`src/gia_pkg.sv`:
```
package gia_pkg;

    // ==========================================================
    // register map, one aligned word each
    localparam logic [7:0] GIA_HI_SRC_OFS = 8'h00;
    localparam logic [7:0] GIA_HI_ENS_OFS = 8'h04;
    localparam logic [7:0] GIA_HI_RES_OFS = 8'h08;
    localparam logic [7:0] GIA_HI_ENC_OFS = 8'h0C;
    localparam logic [7:0] GIA_LO_SRC_OFS = 8'h10;
    localparam logic [7:0] GIA_LO_ENS_OFS = 8'h14;
    localparam logic [7:0] GIA_LO_RES_OFS = 8'h18;
    localparam logic [7:0] GIA_LO_ENC_OFS = 8'h1C;
    localparam logic [7:0] GIA_DET_OFS    = 8'h20;
    localparam int         GIA_DET_WORDS  = 16;

    // ==========================================================
    // field layout and reset values
    localparam int          GIA_SRC_BITS   = 31;
    localparam int          GIA_HI_PINS    = 31;
    localparam int          GIA_LO_PINS    = 24;
    localparam int          GIA_PINS       = GIA_HI_PINS + GIA_LO_PINS;
    localparam int          GIA_DET_PER_WD = 16;
    localparam logic [30:0] GIA_HI_VALID   = 31'h7FFFFFFF;
    localparam logic [30:0] GIA_LO_VALID   = 31'h00FFFFFF;
    localparam logic [30:0] GIA_SRC_RST    = 31'h00000000;
    localparam logic [30:0] GIA_EN_RST     = 31'h00000000;
    localparam logic [1:0]  GIA_DET_RST    = 2'h0;

    // ==========================================================
    // detection types
    typedef enum logic [1:0] {
        GIA_DET_LOW  = 2'b00,
        GIA_DET_HIGH = 2'b01,
        GIA_DET_RISE = 2'b10,
        GIA_DET_FALL = 2'b11
    } gia_det_type;

    // ==========================================================
    // ahb address phase captured for the data phase
    typedef struct packed {
        logic       valid;
        logic       write;
        logic [7:0] addr;
    } gia_aphase_type;

endpackage
```
`src/gia_aggregator.sv`:
```
// Our own choices: the AHB-Lite register port and the placing of the registers.
`timescale 1ns/1ps

// Operation
// [RL1] group hi bits 0-7 latch pins 100-107
// [RL2] group hi bits 8-15 latch pins 110-117
// [RL3] group hi bits 16-23 latch pins 120-127
// [RL4] group hi bits 24-30 latch pins 130-136
// [RL5] group lo bits 0-7 latch pins 040-047
// [RL6] group lo bits 8-15 latch pins 050-057
// [RL7] group lo bits 16-23 latch pins 060-067
// [RL8] per-pin level or edge detection select
// [RL9] group lo bits 24-30 reserved, zero
// [RL10] sources sticky, write one clears
// [RL11] enable set and clear by ones
// [RL12] result is source and enable, ORed
// [RL13] result bit 31 one, others reserved
module gia_aggregator
    import gia_pkg::*;
(
    input  wire logic                clk_i,
    input  wire logic                sys_rst_i,
    input  wire logic [7:0]          pin_hi_bank10_i,
    input  wire logic [7:0]          pin_hi_bank11_i,
    input  wire logic [7:0]          pin_hi_bank12_i,
    input  wire logic [6:0]          pin_hi_bank13_i,
    input  wire logic [7:0]          pin_lo_bank04_i,
    input  wire logic [7:0]          pin_lo_bank05_i,
    input  wire logic [7:0]          pin_lo_bank06_i,
    input  wire logic                hsel_i,
    input  wire logic [31:0]         haddr_i,
    input  wire logic [1:0]          htrans_i,
    input  wire logic                hwrite_i,
    input  wire logic [2:0]          hsize_i,
    input  wire logic [31:0]         hwdata_i,
    input  wire logic                hready_i,
    output logic      [31:0]         hrdata_o,
    output logic                     hreadyout_o,
    output logic                     hresp_o,
    output logic                     pin_group_hi_aggregator_o,
    output logic                     pin_group_lo_aggregator_o,
    output logic      [30:0]         wake_hi_o,
    output logic      [30:0]         wake_lo_o
);

    // ==========================================================
    // pin mapping into group source positions
    logic [GIA_PINS-1:0] pins;
    logic [30:0]         map_hi;
    logic [30:0]         map_lo;

    assign map_hi[7:0]   = pin_hi_bank10_i; // RL1
    assign map_hi[15:8]  = pin_hi_bank11_i; // RL2
    assign map_hi[23:16] = pin_hi_bank12_i; // RL3
    assign map_hi[30:24] = pin_hi_bank13_i; // RL4
    assign map_lo[7:0]   = pin_lo_bank04_i; // RL5
    assign map_lo[15:8]  = pin_lo_bank05_i; // RL6
    assign map_lo[23:16] = pin_lo_bank06_i; // RL7
    assign map_lo[30:24] = 7'h00;           // RL9
    assign pins = {map_lo[GIA_LO_PINS-1:0], map_hi};

    // ==========================================================
    // event detection
    // detect types live in one word per sixteen pins
    logic [1:0]          det_ff  [GIA_PINS];
    logic [1:0]          nxt_det [GIA_PINS];
    logic [GIA_PINS-1:0] prev_ff;
    logic [GIA_PINS-1:0] nxt_prev;
    logic [GIA_PINS-1:0] evt;

    genvar g;
    generate
        for (g = 0; g < GIA_PINS; g++) begin : g_det
            always_comb begin
                unique case (gia_det_type'(det_ff[g]))
                    GIA_DET_LOW:  evt[g] = ~pins[g]; // RL8
                    GIA_DET_HIGH: evt[g] = pins[g]; // RL8
                    GIA_DET_RISE: evt[g] = pins[g] & ~prev_ff[g]; // RL8
                    GIA_DET_FALL: evt[g] = ~pins[g] & prev_ff[g]; // RL8
                endcase
            end
        end
    endgenerate

    // ==========================================================
    // ahb-lite slave, zero wait states
    gia_aphase_type ap_ff;
    gia_aphase_type nxt_ap;
    logic [31:0]    rdata_ff;
    logic [31:0]    nxt_rdata;

    always_comb begin
        nxt_ap.valid = hsel_i & hready_i & htrans_i[1];
        nxt_ap.write = hwrite_i;
        nxt_ap.addr  = haddr_i[7:0];
    end

    assign hreadyout_o = 1'b1;
    assign hresp_o     = 1'b0;
    assign hrdata_o    = rdata_ff;

    // ==========================================================
    // source, enable and detect state
    logic [30:0] src_hi_ff;
    logic [30:0] src_lo_ff;
    logic [30:0] en_hi_ff;
    logic [30:0] en_lo_ff;
    logic [30:0] nxt_src_hi;
    logic [30:0] nxt_src_lo;
    logic [30:0] nxt_en_hi;
    logic [30:0] nxt_en_lo;
    logic [30:0] evt_hi;
    logic [30:0] evt_lo;
    logic [30:0] wd;
    logic        wr;

    assign evt_hi = evt[GIA_HI_PINS-1:0];
    assign evt_lo = {7'h00, evt[GIA_PINS-1:GIA_HI_PINS]};
    assign wd     = hwdata_i[30:0];
    assign wr     = ap_ff.valid & ap_ff.write;

    // ==========================================================
    // write strobes, one per source and enable register word
    logic wr_hi_src;
    logic wr_hi_ens;
    logic wr_hi_enc;
    logic wr_lo_src;
    logic wr_lo_ens;
    logic wr_lo_enc;

    assign wr_hi_src = wr && (ap_ff.addr == GIA_HI_SRC_OFS);
    assign wr_hi_ens = wr && (ap_ff.addr == GIA_HI_ENS_OFS);
    assign wr_hi_enc = wr && (ap_ff.addr == GIA_HI_ENC_OFS);
    assign wr_lo_src = wr && (ap_ff.addr == GIA_LO_SRC_OFS);
    assign wr_lo_ens = wr && (ap_ff.addr == GIA_LO_ENS_OFS);
    assign wr_lo_enc = wr && (ap_ff.addr == GIA_LO_ENC_OFS);
    // result words have no strobe: writes there are dropped

    // ==========================================================
    // sticky sources
    always_comb begin
        nxt_src_hi = src_hi_ff;
        nxt_src_lo = src_lo_ff;
        if (wr_hi_src) begin
            nxt_src_hi = src_hi_ff & ~wd; // RL10
        end
        if (wr_lo_src) begin
            nxt_src_lo = src_lo_ff & ~wd; // RL10
        end
        // set wins over clear, independent of enable
        nxt_src_hi = (nxt_src_hi | evt_hi) & GIA_HI_VALID; // RL10
        nxt_src_lo = (nxt_src_lo | evt_lo) & GIA_LO_VALID; // RL9
    end

    // ==========================================================
    // enables, set and clear by ones
    always_comb begin
        nxt_en_hi = en_hi_ff;
        nxt_en_lo = en_lo_ff;
        if (wr_hi_ens) begin
            nxt_en_hi = en_hi_ff | wd; // RL11
        end
        if (wr_hi_enc) begin
            nxt_en_hi = en_hi_ff & ~wd; // RL11
        end
        if (wr_lo_ens) begin
            nxt_en_lo = en_lo_ff | wd; // RL11
        end
        if (wr_lo_enc) begin
            nxt_en_lo = en_lo_ff & ~wd; // RL11
        end
        nxt_en_hi = nxt_en_hi & GIA_HI_VALID;
        nxt_en_lo = nxt_en_lo & GIA_LO_VALID; // RL9
    end

    // detect words: word k holds pins 16k..16k+15, two bits each
    localparam int GIA_DET_USED = (GIA_PINS + GIA_DET_PER_WD - 1) / GIA_DET_PER_WD;
    logic [GIA_DET_USED-1:0] wr_det;
    genvar w;
    generate
        for (w = 0; w < GIA_DET_USED; w++) begin : g_detsel
            assign wr_det[w] = wr && (ap_ff.addr == GIA_DET_OFS + 8'(w * 4));
        end
    endgenerate

    generate
        for (g = 0; g < GIA_PINS; g++) begin : g_detw
            always_comb begin
                nxt_det[g] = det_ff[g];
                if (wr_det[g / GIA_DET_PER_WD]) begin
                    nxt_det[g] = hwdata_i[(g % GIA_DET_PER_WD)*2 +: 2]; // RL8
                end
            end
            always_ff @(posedge clk_i or posedge sys_rst_i) begin
                if (sys_rst_i) begin
                    det_ff[g] <= GIA_DET_RST;
                end else begin
                    det_ff[g] <= nxt_det[g];
                end
            end
        end
    endgenerate

    // ==========================================================
    // results and group vectors
    logic [30:0] res_hi;
    logic [30:0] res_lo;

    assign res_hi = src_hi_ff & en_hi_ff; // RL12
    assign res_lo = src_lo_ff & en_lo_ff; // RL12
    assign pin_group_hi_aggregator_o = |res_hi; // RL12
    assign pin_group_lo_aggregator_o = |res_lo; // RL12
    // wake follows the raw source so a stopped clock tree can restart
    assign wake_hi_o = src_hi_ff & GIA_HI_VALID;
    assign wake_lo_o = src_lo_ff & GIA_LO_VALID; // RL9

    // ==========================================================
    // read mux, captured at the end of the address phase
    logic [31:0] det_rd;
    int          k;

    always_comb begin
        det_rd = 32'h00000000;
        for (k = 0; k < GIA_PINS; k++) begin
            if (haddr_i[7:0] == GIA_DET_OFS + 8'((k / GIA_DET_PER_WD) * 4)) begin
                det_rd[(k % GIA_DET_PER_WD)*2 +: 2] = det_ff[k];
            end
        end
    end

    always_comb begin
        nxt_rdata = 32'h00000000;
        if (nxt_ap.valid && !hwrite_i) begin
            unique case (haddr_i[7:0])
                GIA_HI_SRC_OFS: nxt_rdata = {1'b0, src_hi_ff}; // RL13
                GIA_HI_ENS_OFS,
                GIA_HI_ENC_OFS: nxt_rdata = {1'b0, en_hi_ff}; // RL11
                GIA_HI_RES_OFS: nxt_rdata = {1'b1, res_hi}; // RL13
                GIA_LO_SRC_OFS: nxt_rdata = {1'b0, src_lo_ff};
                GIA_LO_ENS_OFS,
                GIA_LO_ENC_OFS: nxt_rdata = {1'b0, en_lo_ff};
                GIA_LO_RES_OFS: nxt_rdata = {1'b1, res_lo}; // RL13
                default:        nxt_rdata = det_rd;
            endcase
        end
    end

    // ==========================================================
    // bus capture registers
    always_ff @(posedge clk_i or posedge sys_rst_i) begin
        if (sys_rst_i) begin
            ap_ff <= '0;
        end else begin
            ap_ff <= nxt_ap;
        end
    end

    // read data stands for the data phase only
    always_ff @(posedge clk_i or posedge sys_rst_i) begin
        if (sys_rst_i) begin
            rdata_ff <= 32'h00000000;
        end else begin
            rdata_ff <= nxt_rdata;
        end
    end

    // ==========================================================
    // source registers
    always_ff @(posedge clk_i or posedge sys_rst_i) begin
        if (sys_rst_i) begin
            src_hi_ff <= GIA_SRC_RST;
            src_lo_ff <= GIA_SRC_RST;
        end else begin
            src_hi_ff <= nxt_src_hi;
            src_lo_ff <= nxt_src_lo;
        end
    end

    // ==========================================================
    // enable registers
    always_ff @(posedge clk_i or posedge sys_rst_i) begin
        if (sys_rst_i) begin
            en_hi_ff <= GIA_EN_RST;
            en_lo_ff <= GIA_EN_RST;
        end else begin
            en_hi_ff <= nxt_en_hi;
            en_lo_ff <= nxt_en_lo;
        end
    end

    // ==========================================================
    // previous pin level for edge detection
    // tracks the pins one cycle after reset, before any edge type is set
    always_comb begin
        nxt_prev = pins;
    end

    always_ff @(posedge clk_i or posedge sys_rst_i) begin
        if (sys_rst_i) begin
            prev_ff <= '0;
        end else begin
            prev_ff <= nxt_prev;
        end
    end

endmodule

```
`config.mk`:
```
export PLATFORM = sky130hd
export DESIGN_NAME = gia_aggregator
export DESIGN_NICKNAME = d
export VERILOG_FILES = /design/src/gia_pkg.sv /design/src/gia_aggregator.sv
export SDC_FILE = /design/constraint.sdc
export NUM_CORES = 1
export LEC_CHECK = 0
export BUFFER_PORTS_ARGS = -buffer_cell sky130_fd_sc_hd__buf_4
export CORE_ASPECT_RATIO = 0.6
export CORE_UTILIZATION = 54
export DETAILED_ROUTE_END_ITERATION = 10
export PLACE_DENSITY_LB_ADDON = 0.08
export SETUP_SLACK_MARGIN = 0.05
export SYNTH_ARGS = -nofsm -noshare
export SYNTH_HDL_FRONTEND = slang
export SYNTH_SLANG_ARGS = --single-unit
export TNS_END_PERCENT = 20
```
`constraint.sdc`:
```
create_clock -name clk_i -period 13.4 [get_ports clk_i]
set_clock_uncertainty 0.2 [all_clocks]
set_input_delay 2.68 -clock clk_i [delete_from_list [all_inputs] [get_ports clk_i]]
set_output_delay 2.68 -clock clk_i [all_outputs]
set_load 0.05 [all_outputs]
```
==> key figures <==
Drt
  • Vias per cell: 6.16
  • Post-route DRC: 0
  • Drt first pass iters: 5
  • Post-DR wirelength/cell: 23.8 µm
  • Vias: 11,700
  • ANT nets after route: 0
  • DR iter-0 viols: 1,070
  • Detailed Route WL: 45,000 µm

STA
  • Final Max Slew Viols: 0
  • Setup TNS Final: 0 ps
  • Hold Violations, Final: 0
  • RSZ-0062 raised after global routing: no
  • Final critical-path share of the clock period: 39.9%
  • Worst-Margin Slew: 1200 ps
  • Slack of the critical path: 8050 ps
  • Slew margin rel.: 20.2%
  • Peak Freq: 187 MHz
  • Final min period: 5350 ps
  • Final setup viols: 0
  • Fin Hold WS: 351 ps

Clock network
  • Post_cts resized: 0
  • Clock transition at the registers of the reported paths: 60 ps
  • Hold_buf cts: 0
  • CTS tree: yes
  • Post-CTS setup buffer count: 0
  • H-tree levels: 1
  • Clock Tree Buf Depth: 3
  • CTS Buf Count: 30
  • TritonCTS Sinks: 317
  • Root Driver: clkbuf_16
  • Worst skew pair latency: 570 ps

Global route
  • Vias in the first global route: 11,200
  • GRT Max-Usage Layer: met1
  • GRT met2 Usage: 46.0%
  • Largest net degree at the start of global routing: 130
  • Global-route wire length before repair: 68,500 µm
  • Initial antenna violation count: 0
  • GRT overflow: 0
  • M1 GR Usage: 49.0%
  • Met3 usage in global routing: 6.62%
  • GRT Util Overall: 31.8%

Finish
  • P&R area growth vs syn: 17.5%
  • Final Cell Area: 0.0177 mm²
  • Layout Nets: 1,639
  • Inserted Diodes: 0
  • Non-filler cells, final: 1,892
  • Util after Layout: 65.8%
  • Ratio of cells with drive above 1 in the final layout: 26.8%
  • Most common cell after layout, fill and taps aside: dfrtp_1
  • Most frequent cells in the layout: dfrtp_1 (316), buf_4 (203), mux2_2 (148), nand2_1 (114), nor2_1 (100)

Synth
  • Mapped Area: 0.0151 mm²
  • Yosys reg bits: 317
  • Sequential element share of the synthesized area: 52.6%
  • Synthesis Warnings: 0
  • Ranking of synthesized cells by area: dfrtp_1 (53%), mux2_2 (11%), mux2i_1 (3.8%)
  • Mean area per synthesized cell: 11.2 µm²
  • Synth top area share: 52.6%
  • Syn Inst Count: 1,351
  • Post-synthesis cell type count: 44
  • Area leader, netlist: dfrtp_1

Placement
  • Placed cell area: 0.0167 mm²
  • Post-DP HPWL: 30,900 µm
  • Dpl cells: 1,838
  • Place WS: 7960 ps
  • RD Place Congestion: 0.890
  • Port Buf Inserts: 189

Worst setup path
  • Endpoint of the worst register-to-register path: det_ff[94]
  • Worst Setup Start Kind: flop
  • Worst-path fanout max: 4
  • Worst setup path class: reg -> out
  • Worst r2r src: ap_ff[3]
  • CP Data Arrival Time: 2470 ps
  • Crit path capture type: output port
  • Reg2Reg Setup Slack: 9860 ps
  • WP data required: 10,520 ps
  • R2R depth: 5

Floorplanning
  • Num ports: 227
  • Die area: 0.0286 mm²
  • Core Region: 0.0269 mm²
  • Die width: 218 µm
  • Initial core utilization: 56.0%
  • Die Y: 131 µm
  • Rows: 46

Pwr
  • Power per Cell Area: 116 mW/mm²
  • Tot Pwr: 2.06 mW
  • Worst VDD drop: 0.0924 mV
  • Static Leak: 7.69 nW

Run
  • Max_cap viols: 0

Hold path
  • Hold Crit Class: reg -> reg
  • Worst Hold Path Cells: 2

Outcome
  • Outcome: finished clean
==> per-layer routing <==
layer / up-vias / part of all wire [%]
met3: 57 / 8.8
met1: 5915 / 46
met4: 0 / 1.9
li1: 5195 / -
met2: 490 / 43
met5: - / 0
==> power by group <==
part,internal (mW),switching [mW]
registers,0.986,0.0316
clock network,0.504,0.369
logic,0.0692,0.100
==> layout make-up <==
type,instances,area (µm²)
fillers,2123,9220
flip-flops and latches,317,7930
multi-input cells,913,6630
repair buffers,203,1520
clock buffers,47,916
well taps,360,450
inverters,45,176
clock inverters,7,85.1
==> worst max-delay path by stage <==
| stage | from | endpoint | slack (ps) |
|---|---|---|---|
| global route | wake_hi_o[10] | pin_group_hi_aggregator_o | 8000 |
| floorplan | sys_rst_i | asynchronous set/reset pin | 1750 |
| CTS | wake_hi_o[30] | pin_group_hi_aggregator_o | 8030 |
| finish | wake_hi_o[30] | pin_group_hi_aggregator_o | 8050 |
| detailed placement | haddr_i[7] | hrdata_o[12] | 7960 |
| global placement | haddr_i[7] | hrdata_o[12] | 7990 |
==> synthesized netlist by cell type, drive strengths merged <==
| cell | instances |
|---|---|
| a22oi | 22 |
| a21oi | 59 |
| a221oi | 2 |
| o2bb2ai | 18 |
| nor4b | 3 |
| o221ai | 17 |
| nor2 | 101 |
| or3 | 1 |
| and3 | 1 |
| nand4 | 5 |
| a31oi | 15 |
| a221o | 55 |
| xor2 | 52 |
| nand3 | 7 |
| or4b | 2 |
| clkbuf | 36 |
| inv | 45 |
| nand2b | 56 |
| nor3 | 4 |
| or4 | 3 |
| o22ai | 28 |
| buf | 47 |
| a32oi | 1 |
| nand2 | 114 |
| a222oi | 1 |
| nand3b | 54 |
| mux2i | 58 |
| o32ai | 14 |
| conb | 2 |
| nor2b | 4 |
| a22o | 2 |
| nor3b | 2 |
| o21ai | 55 |
| dfrtp | 317 |
| mux2 | 148 |
==> critical path, stage by stage, from the launching register on <==
cell	delay, ps
dfrtp_1	450
a22o_1	230
a221oi_1	290
nand3_1	110
or4_1	590
buf_4	220
==> cells by family after synthesis <==
logic type                Yosys count  share of synthesized area (%)
and+or+nand+nor                   357                           12.2
DFF                               317                           52.6
AOI/OAI and AO/OA                 289                           13.5
muxes                             206                           14.9
buffers and inverters             128                           3.72
xor gates and xnor gates           52                           3.02
other                               2                         0.0498
No activity file was read; power rests on OpenSTA's default activity.
